<file path="src/design/aclink_slot_pkg.sv">
package aclink_slot_pkg;

  // ----------------------------------------------------------------
  // Bus geometry
  // ----------------------------------------------------------------
  localparam int          ADDR_W = 16;
  localparam int          DATA_W = 32;
  localparam logic [1:0]  RESP_OKAY   = 2'h0;
  localparam logic [1:0]  RESP_SLVERR = 2'h2;

  // ----------------------------------------------------------------
  // Register offsets
  // ----------------------------------------------------------------
  localparam logic [15:0] SLOT_FIFO_STATUS_OFS    = 16'hF750;
  localparam logic [15:0] DMA_REQUEST_STATUS_OFS  = 16'hF780;
  localparam logic [15:0] DMA_CHANNEL_MAPPING_OFS = 16'hF784;
  localparam logic [15:0] SLOT_CONTROL_OFS        = 16'hF790;
  localparam logic [15:0] EVENT_STATUS_OFS        = 16'hF794;
  localparam logic [15:0] EVENT_MASK_OFS          = 16'hF798;
  localparam logic [15:0] PCM_OUT_OFS             = 16'hF7A0;
  localparam logic [15:0] SURROUND_OUT_OFS        = 16'hF7A4;
  localparam logic [15:0] CENTER_OUT_OFS          = 16'hF7A8;
  localparam logic [15:0] LOW_FREQ_OUT_OFS        = 16'hF7AC;
  localparam logic [15:0] AUDIO_IN_OFS            = 16'hF7B0;
  localparam logic [15:0] MODEM_OUT_OFS           = 16'hF7B8;
  localparam logic [15:0] MODEM_IN_OFS            = 16'hF7BC;

  // ----------------------------------------------------------------
  // Streams: tx order pcm, surround, center, low_freq, modem
  // ----------------------------------------------------------------
  localparam int          NUM_TX = 5;
  localparam int          NUM_RX = 2;
  localparam int          PTR_W  = 3;
  localparam logic [3:0]  FIFO_FULL_COUNT = 4'h8;
  localparam logic [15:0] TX_DATA_OFS [NUM_TX] = '{PCM_OUT_OFS, SURROUND_OUT_OFS, CENTER_OUT_OFS,
                                                   LOW_FREQ_OUT_OFS, MODEM_OUT_OFS};
  localparam logic [15:0] RX_DATA_OFS [NUM_RX] = '{AUDIO_IN_OFS, MODEM_IN_OFS};

  // ----------------------------------------------------------------
  // Field positions (request, event and fill bits share one layout)
  // ----------------------------------------------------------------
  localparam int TX_FULL_BIT [NUM_TX] = '{8, 9, 10, 11, 14};
  localparam int TX_FILL_BIT [NUM_TX] = '{0, 1, 2, 3, 6};
  localparam int RX_FILL_BIT [NUM_RX] = '{4, 7};
  localparam int CTRL_DMA_ENABLE_BIT  = 0;
  localparam int CTRL_BIG_ENDIAN_BIT  = 1;

  // Streams served by a DMA channel, per mapping value
  localparam logic [7:0] MAP_MASK [4] = '{8'hD1, 8'hC3, 8'h0F, 8'h17};
  localparam logic [7:0] STREAM_BITS  = 8'hDF;

  // ----------------------------------------------------------------
  // Reset values and timing
  // ----------------------------------------------------------------
  localparam logic [1:0] MAPPING_RESET = 2'h0;
  localparam logic [1:0] CONTROL_RESET = 2'h0;
  localparam logic [7:0] MASK_RESET    = 8'h00;
  localparam int         SYNC_W        = 40;
  // Link bit clock period in the system, ns; sampling at mclk needs several samples per half period
  localparam int         LINK_PERIOD_NS = 400;
  localparam int         MCLK_PERIOD_NS = 50;
  localparam int         LINK_HALF_CYCLES = (LINK_PERIOD_NS / 2) / MCLK_PERIOD_NS;

endpackage

</file>
<file path="src/design/aclink_fifo_dma_data_regs.sv">
`timescale 1ns/1ps
// What this block does
// Status bit 14 shows modem tx full
// Bits 11..8 show lfe/center/surround/pcm full
// Status bit 7 shows modem rx nonempty
// Status bit 4 shows audio rx nonempty
// Bits 6,3..0 show tx FIFOs nonempty
// Request status word shows pending DMA requests
// Data register access clears stale request
// Mapping 0: pcm, audio in, modem
// Mapping 1: pcm, surround, modem
// Mapping 2: pcm, surround, center, lfe
// Mapping 3: pcm, surround, center, audio in
// Software idles requests before remapping
// Pcm/surround halves follow endian mode
// Center/lfe/modem halves follow endian mode
// Data write pushes pair, updates flags
module aclink_fifo_dma_data_regs
  import aclink_slot_pkg::*;
(
  input  wire logic              mclk,
  input  wire logic              reset,
  input  wire logic [ADDR_W-1:0] s_axi_awaddr,
  input  wire logic              s_axi_awvalid,
  output logic                   s_axi_awready,
  input  wire logic [DATA_W-1:0] s_axi_wdata,
  input  wire logic [3:0]        s_axi_wstrb,
  input  wire logic              s_axi_wvalid,
  output logic                   s_axi_wready,
  output logic [1:0]             s_axi_bresp,
  output logic                   s_axi_bvalid,
  input  wire logic              s_axi_bready,
  input  wire logic [ADDR_W-1:0] s_axi_araddr,
  input  wire logic              s_axi_arvalid,
  output logic                   s_axi_arready,
  output logic [DATA_W-1:0]      s_axi_rdata,
  output logic [1:0]             s_axi_rresp,
  output logic                   s_axi_rvalid,
  input  wire logic              s_axi_rready,
  input  wire logic              link_bit_clk,
  input  wire logic [NUM_TX-1:0] tx_take,
  output logic [15:0]            tx_first_sample  [NUM_TX],
  output logic [15:0]            tx_second_sample [NUM_TX],
  input  wire logic [NUM_RX-1:0] rx_put,
  input  wire logic [15:0]       rx_first_sample,
  input  wire logic [15:0]       rx_second_sample,
  output logic [7:0]             dma_request,
  output logic                   irq
);

  // ----------------------------------------------------------------
  // Link-side synchroniser
  // ----------------------------------------------------------------
  logic [SYNC_W-1:0] sync1;
  logic [SYNC_W-1:0] sync2;
  logic [SYNC_W-1:0] sync3;
  logic              bclk_stable;
  logic              bclk_rise;
  logic [NUM_TX-1:0] take_s;
  logic [NUM_RX-1:0] put_s;
  logic [31:0]       rx_pair_s;

  // Strobes and data ride the same three stages as the clock so they stay aligned
  always_ff @(posedge mclk or posedge reset) begin
    if (reset) begin
      sync1 <= '0;
      sync2 <= '0;
      sync3 <= '0;
    end else begin
      sync1 <= {rx_second_sample, rx_first_sample, rx_put, tx_take, link_bit_clk};
      sync2 <= sync1;
      sync3 <= sync2;
    end
  end

  // A clock level counts only once stages two and three agree
  always_ff @(posedge mclk or posedge reset) begin
    if (reset) begin
      bclk_stable <= 1'b0;
    end else if (sync2[0] == sync3[0]) begin
      bclk_stable <= sync3[0];
    end
  end

  assign bclk_rise = (sync2[0] == sync3[0]) && sync3[0] && !bclk_stable;
  assign take_s    = sync3[NUM_TX:1];
  assign put_s     = sync3[NUM_TX+NUM_RX:NUM_TX+1];
  assign rx_pair_s = sync3[SYNC_W-1:NUM_TX+NUM_RX+1];

  // ----------------------------------------------------------------
  // AXI4-Lite write channel
  // ----------------------------------------------------------------
  logic [ADDR_W-1:0] aw_addr_q;
  logic              aw_held;
  logic [DATA_W-1:0] w_data_q;
  logic [3:0]        w_strb_q;
  logic              w_held;
  logic              wr_fire;
  logic [ADDR_W-1:0] wr_addr;
  logic              wr_known;

  assign s_axi_awready = !aw_held && !s_axi_bvalid;
  assign s_axi_wready  = !w_held && !s_axi_bvalid;
  assign wr_fire       = aw_held && w_held && !s_axi_bvalid;
  assign wr_addr       = {aw_addr_q[ADDR_W-1:2], 2'b00};

  always_ff @(posedge mclk or posedge reset) begin
    if (reset) begin
      aw_held   <= 1'b0;
      aw_addr_q <= '0;
      w_held    <= 1'b0;
      w_data_q  <= '0;
      w_strb_q  <= '0;
    end else begin
      if (s_axi_awvalid && s_axi_awready) begin
        aw_held   <= 1'b1;
        aw_addr_q <= s_axi_awaddr;
      end else if (wr_fire) begin
        aw_held <= 1'b0;
      end
      if (s_axi_wvalid && s_axi_wready) begin
        w_held   <= 1'b1;
        w_data_q <= s_axi_wdata;
        w_strb_q <= s_axi_wstrb;
      end else if (wr_fire) begin
        w_held <= 1'b0;
      end
    end
  end

  always_ff @(posedge mclk or posedge reset) begin
    if (reset) begin
      s_axi_bvalid <= 1'b0;
      s_axi_bresp  <= RESP_OKAY;
    end else if (wr_fire) begin
      s_axi_bvalid <= 1'b1;
      s_axi_bresp  <= wr_known ? RESP_OKAY : RESP_SLVERR;
    end else if (s_axi_bready) begin
      s_axi_bvalid <= 1'b0;
    end
  end

  // ----------------------------------------------------------------
  // Control registers
  // ----------------------------------------------------------------
  logic [1:0] mapping;
  logic [1:0] control;
  logic [7:0] event_mask;
  logic [7:0] event_status;
  logic [7:0] event_set;
  logic       dma_enable;
  logic       big_endian;
  logic [7:0] mapped;

  assign dma_enable = control[CTRL_DMA_ENABLE_BIT];
  assign big_endian = control[CTRL_BIG_ENDIAN_BIT];
  assign mapped     = MAP_MASK[mapping];

  // Remapping with requests pending is left to software
  always_ff @(posedge mclk or posedge reset) begin
    if (reset) begin
      mapping    <= MAPPING_RESET;
      control    <= CONTROL_RESET;
      event_mask <= MASK_RESET;
    end else if (wr_fire && w_strb_q[0]) begin
      if (wr_addr == DMA_CHANNEL_MAPPING_OFS) begin
        mapping <= w_data_q[1:0];
      end else if (wr_addr == SLOT_CONTROL_OFS) begin
        control <= w_data_q[1:0];
      end else if (wr_addr == EVENT_MASK_OFS) begin
        event_mask <= w_data_q[7:0] & STREAM_BITS;
      end
    end
  end

  // Set wins over the write-one clear so no event is lost
  always_ff @(posedge mclk or posedge reset) begin
    if (reset) begin
      event_status <= '0;
    end else if (wr_fire && w_strb_q[0] && wr_addr == EVENT_STATUS_OFS) begin
      event_status <= (event_status & ~w_data_q[7:0]) | event_set;
    end else begin
      event_status <= event_status | event_set;
    end
  end

  always_ff @(posedge mclk or posedge reset) begin
    if (reset) begin
      irq <= 1'b0;
    end else begin
      irq <= |(event_status & event_mask);
    end
  end

  // ----------------------------------------------------------------
  // Address decode
  // ----------------------------------------------------------------
  logic [ADDR_W-1:0] rd_addr;
  logic              rd_fire;
  logic [NUM_TX-1:0] wr_tx_sel;
  logic [NUM_TX-1:0] rd_tx_sel;
  logic [NUM_RX-1:0] rd_rx_sel;
  logic [31:0]       wr_pair;

  assign rd_addr       = {s_axi_araddr[ADDR_W-1:2], 2'b00};
  assign s_axi_arready = !s_axi_rvalid;
  assign rd_fire       = s_axi_arvalid && s_axi_arready;

  // Halves are swapped once here, stored first sample in the low half
  assign wr_pair = big_endian ? {w_data_q[15:0], w_data_q[31:16]} : w_data_q;

  always_comb begin
    wr_tx_sel = '0;
    rd_tx_sel = '0;
    rd_rx_sel = '0;
    for (int i = 0; i < NUM_TX; i++) begin
      wr_tx_sel[i] = wr_fire && (wr_addr == TX_DATA_OFS[i]);
      rd_tx_sel[i] = rd_fire && (rd_addr == TX_DATA_OFS[i]);
    end
    for (int j = 0; j < NUM_RX; j++) begin
      rd_rx_sel[j] = rd_fire && (rd_addr == RX_DATA_OFS[j]);
    end
  end

  always_comb begin
    wr_known = 1'b1;
    if (wr_addr == SLOT_FIFO_STATUS_OFS || wr_addr == DMA_REQUEST_STATUS_OFS) begin
      wr_known = 1'b1;
    end else if (wr_addr == DMA_CHANNEL_MAPPING_OFS || wr_addr == SLOT_CONTROL_OFS) begin
      wr_known = 1'b1;
    end else if (wr_addr == EVENT_STATUS_OFS || wr_addr == EVENT_MASK_OFS) begin
      wr_known = 1'b1;
    end else if (|wr_tx_sel) begin
      wr_known = 1'b1;
    end else if (wr_addr == AUDIO_IN_OFS || wr_addr == MODEM_IN_OFS) begin
      wr_known = 1'b1;
    end else begin
      wr_known = 1'b0;
    end
  end

  // ----------------------------------------------------------------
  // Transmit FIFOs, one per output stream
  // ----------------------------------------------------------------
  logic [NUM_TX-1:0] tx_full;
  logic [NUM_TX-1:0] tx_nonempty;
  logic [NUM_TX-1:0] tx_underrun;

  for (genvar i = 0; i < NUM_TX; i++) begin : g_tx
    logic [31:0]      mem [2**PTR_W];
    logic [PTR_W-1:0] wptr;
    logic [PTR_W-1:0] rptr;
    logic [PTR_W:0]   count;
    logic             push;
    logic             pop;

    // A write into a full FIFO is dropped
    assign push           = wr_tx_sel[i] && !tx_full[i];
    assign pop            = bclk_rise && take_s[i] && (count != '0);
    assign tx_full[i]     = (count == FIFO_FULL_COUNT);
    assign tx_nonempty[i] = (count != '0);
    assign tx_underrun[i] = bclk_rise && take_s[i] && (count == '0);

    always_ff @(posedge mclk) begin
      if (push) begin
        mem[wptr] <= wr_pair;
      end
    end

    always_ff @(posedge mclk or posedge reset) begin
      if (reset) begin
        wptr  <= '0;
        rptr  <= '0;
        count <= '0;
      end else begin
        if (push) begin
          wptr <= wptr + 1'b1;
        end
        if (pop) begin
          rptr <= rptr + 1'b1;
        end
        if (push && !pop) begin
          count <= count + 1'b1;
        end else if (pop && !push) begin
          count <= count - 1'b1;
        end
      end
    end

    always_ff @(posedge mclk or posedge reset) begin
      if (reset) begin
        tx_first_sample[i]  <= '0;
        tx_second_sample[i] <= '0;
      end else if (pop) begin
        tx_first_sample[i]  <= mem[rptr][15:0];
        tx_second_sample[i] <= mem[rptr][31:16];
      end
    end
  end

  // ----------------------------------------------------------------
  // Receive FIFOs, audio in and modem in
  // ----------------------------------------------------------------
  logic [NUM_RX-1:0] rx_nonempty;
  logic [NUM_RX-1:0] rx_overrun;
  logic [31:0]       rx_head [NUM_RX];

  for (genvar j = 0; j < NUM_RX; j++) begin : g_rx
    logic [31:0]      mem [2**PTR_W];
    logic [PTR_W-1:0] wptr;
    logic [PTR_W-1:0] rptr;
    logic [PTR_W:0]   count;
    logic             push;
    logic             pop;

    assign push           = bclk_rise && put_s[j] && (count != FIFO_FULL_COUNT);
    assign pop            = rd_rx_sel[j] && (count != '0);
    assign rx_nonempty[j] = (count != '0);
    assign rx_overrun[j]  = bclk_rise && put_s[j] && (count == FIFO_FULL_COUNT);
    assign rx_head[j]     = (count != '0) ? mem[rptr] : 32'h0000_0000;

    always_ff @(posedge mclk) begin
      if (push) begin
        mem[wptr] <= rx_pair_s;
      end
    end

    always_ff @(posedge mclk or posedge reset) begin
      if (reset) begin
        wptr  <= '0;
        rptr  <= '0;
        count <= '0;
      end else begin
        if (push) begin
          wptr <= wptr + 1'b1;
        end
        if (pop) begin
          rptr <= rptr + 1'b1;
        end
        if (push && !pop) begin
          count <= count + 1'b1;
        end else if (pop && !push) begin
          count <= count - 1'b1;
        end
      end
    end
  end

  // ----------------------------------------------------------------
  // Status words, DMA requests and events
  // ----------------------------------------------------------------
  logic [31:0] fifo_status;
  logic [7:0]  req_set;
  logic [7:0]  req_clear;
  logic [7:0]  pending;

  always_comb begin
    fifo_status = '0;
    req_set     = '0;
    req_clear   = '0;
    event_set   = '0;
    for (int i = 0; i < NUM_TX; i++) begin
      fifo_status[TX_FULL_BIT[i]] = tx_full[i];
      fifo_status[TX_FILL_BIT[i]] = tx_nonempty[i];
      req_set[TX_FILL_BIT[i]]     = dma_enable && mapped[TX_FILL_BIT[i]] && !tx_full[i];
      req_clear[TX_FILL_BIT[i]]   = wr_tx_sel[i] || rd_tx_sel[i];
      event_set[TX_FILL_BIT[i]]   = tx_underrun[i];
    end
    for (int j = 0; j < NUM_RX; j++) begin
      fifo_status[RX_FILL_BIT[j]] = rx_nonempty[j];
      req_set[RX_FILL_BIT[j]]     = dma_enable && mapped[RX_FILL_BIT[j]] && rx_nonempty[j];
      req_clear[RX_FILL_BIT[j]]   = rd_rx_sel[j];
      event_set[RX_FILL_BIT[j]]   = rx_overrun[j];
    end
  end

  // Requests survive a DMA disable until software touches the data word
  always_ff @(posedge mclk or posedge reset) begin
    if (reset) begin
      pending <= '0;
    end else begin
      pending <= ((pending & ~req_clear) | req_set) & STREAM_BITS;
    end
  end

  assign dma_request = pending;

  // ----------------------------------------------------------------
  // AXI4-Lite read channel
  // ----------------------------------------------------------------
  logic [31:0] rd_value;
  logic [1:0]  rd_resp;

  always_comb begin
    rd_value = '0;
    rd_resp  = RESP_OKAY;
    if (rd_addr == SLOT_FIFO_STATUS_OFS) begin
      rd_value = fifo_status;
    end else if (rd_addr == DMA_REQUEST_STATUS_OFS) begin
      rd_value = {24'h00_0000, pending};
    end else if (rd_addr == DMA_CHANNEL_MAPPING_OFS) begin
      rd_value = {30'h0000_0000, mapping};
    end else if (rd_addr == SLOT_CONTROL_OFS) begin
      rd_value = {30'h0000_0000, control};
    end else if (rd_addr == EVENT_STATUS_OFS) begin
      rd_value = {24'h00_0000, event_status};
    end else if (rd_addr == EVENT_MASK_OFS) begin
      rd_value = {24'h00_0000, event_mask};
    end else if (rd_addr == AUDIO_IN_OFS) begin
      rd_value = big_endian ? {rx_head[0][15:0], rx_head[0][31:16]} : rx_head[0];
    end else if (rd_addr == MODEM_IN_OFS) begin
      rd_value = big_endian ? {rx_head[1][15:0], rx_head[1][31:16]} : rx_head[1];
    end else if (|rd_tx_sel) begin
      rd_value = '0;
    end else begin
      rd_resp = RESP_SLVERR;
    end
  end

  always_ff @(posedge mclk or posedge reset) begin
    if (reset) begin
      s_axi_rvalid <= 1'b0;
      s_axi_rdata  <= '0;
      s_axi_rresp  <= RESP_OKAY;
    end else if (rd_fire) begin
      s_axi_rvalid <= 1'b1;
      s_axi_rdata  <= rd_value;
      s_axi_rresp  <= rd_resp;
    end else if (s_axi_rready) begin
      s_axi_rvalid <= 1'b0;
    end
  end

endmodule

</file>
<file path="config.mk">
export PLATFORM = sky130hd
export DESIGN_NAME = aclink_fifo_dma_data_regs
export DESIGN_NICKNAME = d
export VERILOG_FILES = /design/src/design/aclink_slot_pkg.sv /design/src/design/aclink_fifo_dma_data_regs.sv
export SDC_FILE = /design/constraint.sdc
export NUM_CORES = 2
export LEC_CHECK = 0
export BUFFER_PORTS_ARGS = -buffer_cell sky130_fd_sc_hd__buf_2
export CORE_ASPECT_RATIO = 1.4
export CORE_MARGIN = 1.5
export CORE_UTILIZATION = 45
export DETAILED_ROUTE_END_ITERATION = 7
export GPL_TIMING_DRIVEN = 0
export PLACE_DENSITY_LB_ADDON = 0.12
export SYNTH_ARGS = -nofsm -noshare
export SYNTH_HDL_FRONTEND = slang
export SYNTH_SLANG_ARGS = --single-unit
</file>
<file path="constraint.sdc">
create_clock -name mclk -period 23.8 [get_ports mclk]
set_input_delay 4.76 -clock mclk [delete_from_list [all_inputs] [get_ports mclk]]
set_output_delay 4.76 -clock mclk [all_outputs]
set_load 0.05 [all_outputs]
</file>
==> run metrics <==
root cell of the clock tree sky130_fd_sc_hd__clkbuf_16; Tcrit/Tclk final a little under a third; type of the worst min-delay path flip-flop to flip-flop; WHS 343 ps; cts bufs inserted 211; power density over the cells roughly 110 nW/um^2; clock sinks around 2300; fraction of registers with async set or reset after synthesis between 20 and 25%; sum of routed wire length over all layers ~220000 um; HPWL after detailed placement 149000 um; IR drop worst, VDD 0.102 mV; WL/cell 29.4 um; Die X 372 um; shortest period the worst path allows 7370 ps; Mapped Cells 4261; placement-stage cell area 92600 sq um; critical path capture point type flip-flop; Antenna Violating Nets Remaining 0; number of antenna violations at the first check in global routing 22; RD Place Congestion roughly 0.95; vias per std cell 5.65; Startpoint Class input port; total of fill cells in the finished design 15100; post-synthesis instance area 85800 sq um; data required time at the worst endpoint between 20000 and 25000 ps; most common library cell in the layout ignoring fill and taps sky130_fd_sc_hd__edfxtp_1; commonest non-fill, non-tap cells in the layout sky130_fd_sc_hd__edfxtp_1, sky130_fd_sc_hd__dfrtp_1, sky130_fd_sc_hd__mux4_2; proportion of synthesized chip area in sequential cells 76.2%; deepest level of the CTS H-tree 4; number of flip-flops and latches in the synthesized netlist 2255; DR vias 42800; endpoints failing hold 0; final-report max-slew violation count 0; number of unique standard cell types used by synthesis 73; pin count of the biggest net entering global routing 109; global-route wire length before repair around 320000 um; TritonCTS clock tree yes; number of enable-type register cells in the synthesized netlist 1792; clk buf depth 3; layout cell share with drive strength beyond 1 29.0%; outcome finished, final reports clean; Ports 325; post-CTS setup buffer count 0; vias in the first global route ~44000; setup violators final 0; total DRC errors in the routed layout 0; net total in the final layout 5062; Remaining Overflow, GRT 0; clock insertion delay at the later pin of the skew report 870 ps; relative slew slack under 10%; Die Y 520 um; Total GRT Usage 23.3%; timing-limited maximum frequency ~0.14 GHz; die footprint 193000 sq um; # Max-Cap Violations 0; First DRT Iteration DRCs 3856; setup repair after global routing missed its margin false; Top FF cell, synth sky130_fd_sc_hd__edfxtp_1; startpoint-to-endpoint class of the critical path input port to flip-flop; core area 189000 sq um; final clock skew 35.6 ps; Max Fanout on Critical Path 10; Post-Syn Area per Cell 20.1 sq um; number of iterations in the first detailed-routing pass 6; transition time at the pin with the least slew margin 1390 ps; placement row count 189; final design area excluding fillers 99800 sq um; leading cell types by total area after synthesis sky130_fd_sc_hd__edfxtp_1, sky130_fd_sc_hd__dfrtp_1, sky130_fd_sc_hd__mux4_2, sky130_fd_sc_hd__mux2i_1, sky130_fd_sc_hd__mux2_2; WP data arrival 8110 ps; Synth-to-Final Area Change 16.3%; Post-CTS Hold Buffers 0; portion of synthesized cell area occupied by the leading cell type between 60 and 70%; starting utilization of the core area 45.3%; count of input and output buffers ~310; post-cts resize count 0; count of synthesis-stage warnings from yosys 0; clock input transition at the sequential cells of the worst setup and hold paths ~70 ps; static leakage 0.0337 uW; Yosys top cell by area sky130_fd_sc_hd__edfxtp_1
## power by group
group	switching (uW)	leakage, uW	internal, uW
clock network	1500	0.00352	1980
registers	234	0.0218	4860
logic	1720	0.00831	750
## critical path, stage by stage
cell and delay, ps:
sky130_fd_sc_hd__clkbuf_1 390, sky130_fd_sc_hd__nand2_1 130, sky130_fd_sc_hd__nor3_1 320, sky130_fd_sc_hd__and2_1 320
sky130_fd_sc_hd__clkbuf_1 590, sky130_fd_sc_hd__nand2_1 260, sky130_fd_sc_hd__ha_1 280, sky130_fd_sc_hd__inv_1 120
sky130_fd_sc_hd__ha_1 240, sky130_fd_sc_hd__a21o_1 170, sky130_fd_sc_hd__a21oi_1 180, sky130_fd_sc_hd__xnor2_1 140
sky130_fd_sc_hd__nor2_1 70, sky130_fd_sc_hd__xor2_1 140
## stage by stage
step | setup TNS [ps] | setup slack, ps | power [uW] | util, % | cells
floorplan | 0 | 6130 | 6740 | - | 4263
global placement | -601980 | -1480 | 7630 | 47.8 | 7059
detailed placement | 0 | 15750 | 7690 | 48.9 | 7172
CTS | 0 | 16670 | 11200 | 52.7 | 7573
global route | 0 | 16350 | 11500 | 52.7 | 7574
finish | 0 | 16430 | 11000 | 52.7 | 7577
## sequential cells by signal, indices dropped and copies added (netlist names), 7 cells and up
name,flops
w_data_q,32
g_tx.wptr,15
event_status,8
sync1,40
sync3,40
s_axi_rdata,32
g_rx.count,8
tx_second_sample,80
g_tx.count,20
sync2,40
dma_request,7
g_tx.rptr,15
g_tx.mem,1280
g_rx.mem,512
aw_addr_q,14
tx_first_sample,80
event_mask,7
## layer usage
layer  global-route usage [%]  wire length, um  vias up
met4                     7.05             6470        6
met2                     38.7           111000     1249
met5                        0               40        -
met1                     31.4            92200    22900
met3                     4.18            12700      297
li1                         -                -    18300
## worst paths after layout
| check | startpoint | end | slack, ps | cells past startpoint |
|---|---|---|---|---|
| worst min-delay path | sync2[5] | sync3[5] | 340 | 0 |
| worst min register to register | sync2[5] | sync3[5] | 340 | 0 |
| min in group asynchronous | reset | sync1[27] | 3920 | 2 |
| worst max register to register | sync2[0] | g_tx[2].count[3] | 18630 | 16 |
| worst max-delay path | s_axi_araddr[5] | g_rx[1].count[3] | 16430 | 14 |
| max in group asynchronous | reset | sync1[21] | 18240 | 4 |
## cells in the mapped netlist (all sizes together), types with 32 or more instances
| library cell | instances |
|---|---|
| a21oi | 192 |
| buf | 110 |
| clkbuf | 102 |
| dfrtp | 463 |
| edfxtp | 1792 |
| ha | 38 |
| inv | 32 |
| mux2 | 121 |
| mux2i | 221 |
| mux4 | 454 |
| nand2 | 126 |
| nor2 | 246 |
| nor3 | 37 |
| o21ai | 64 |
| xnor2 | 39 |
## kinds of logic after synthesis
kind of cell,count (synthesis),share of synthesized area [%]
flip-flops,2255,76.2
multiplexers,796,16.1
AND/OR/NAND/NOR,515,2.75
AO/OA/AOI/OAI,349,2.39
buffers and inverters,245,1.24
XOR/XNOR,55,0.570
adder cells (fa/ha/maj),45,0.717
other,1,0.00437
## area by class of cell
cell class	count	area (sq um)	area share, %
Sequential cell	2255	65400	65.5
Multi-Input combinational cell	1763	19700	19.8
Clock buffer	302	6060	6.07
Timing Repair Buffer	426	3300	3.31
Tap cell	2483	3110	3.11
Clock inverter	99	1140	1.14
Buffer	212	931	0.933
Inverter	33	136	0.137
Antenna cell	4	10.0	0.0100
Note: power is estimated with default switching activity, not from simulation.
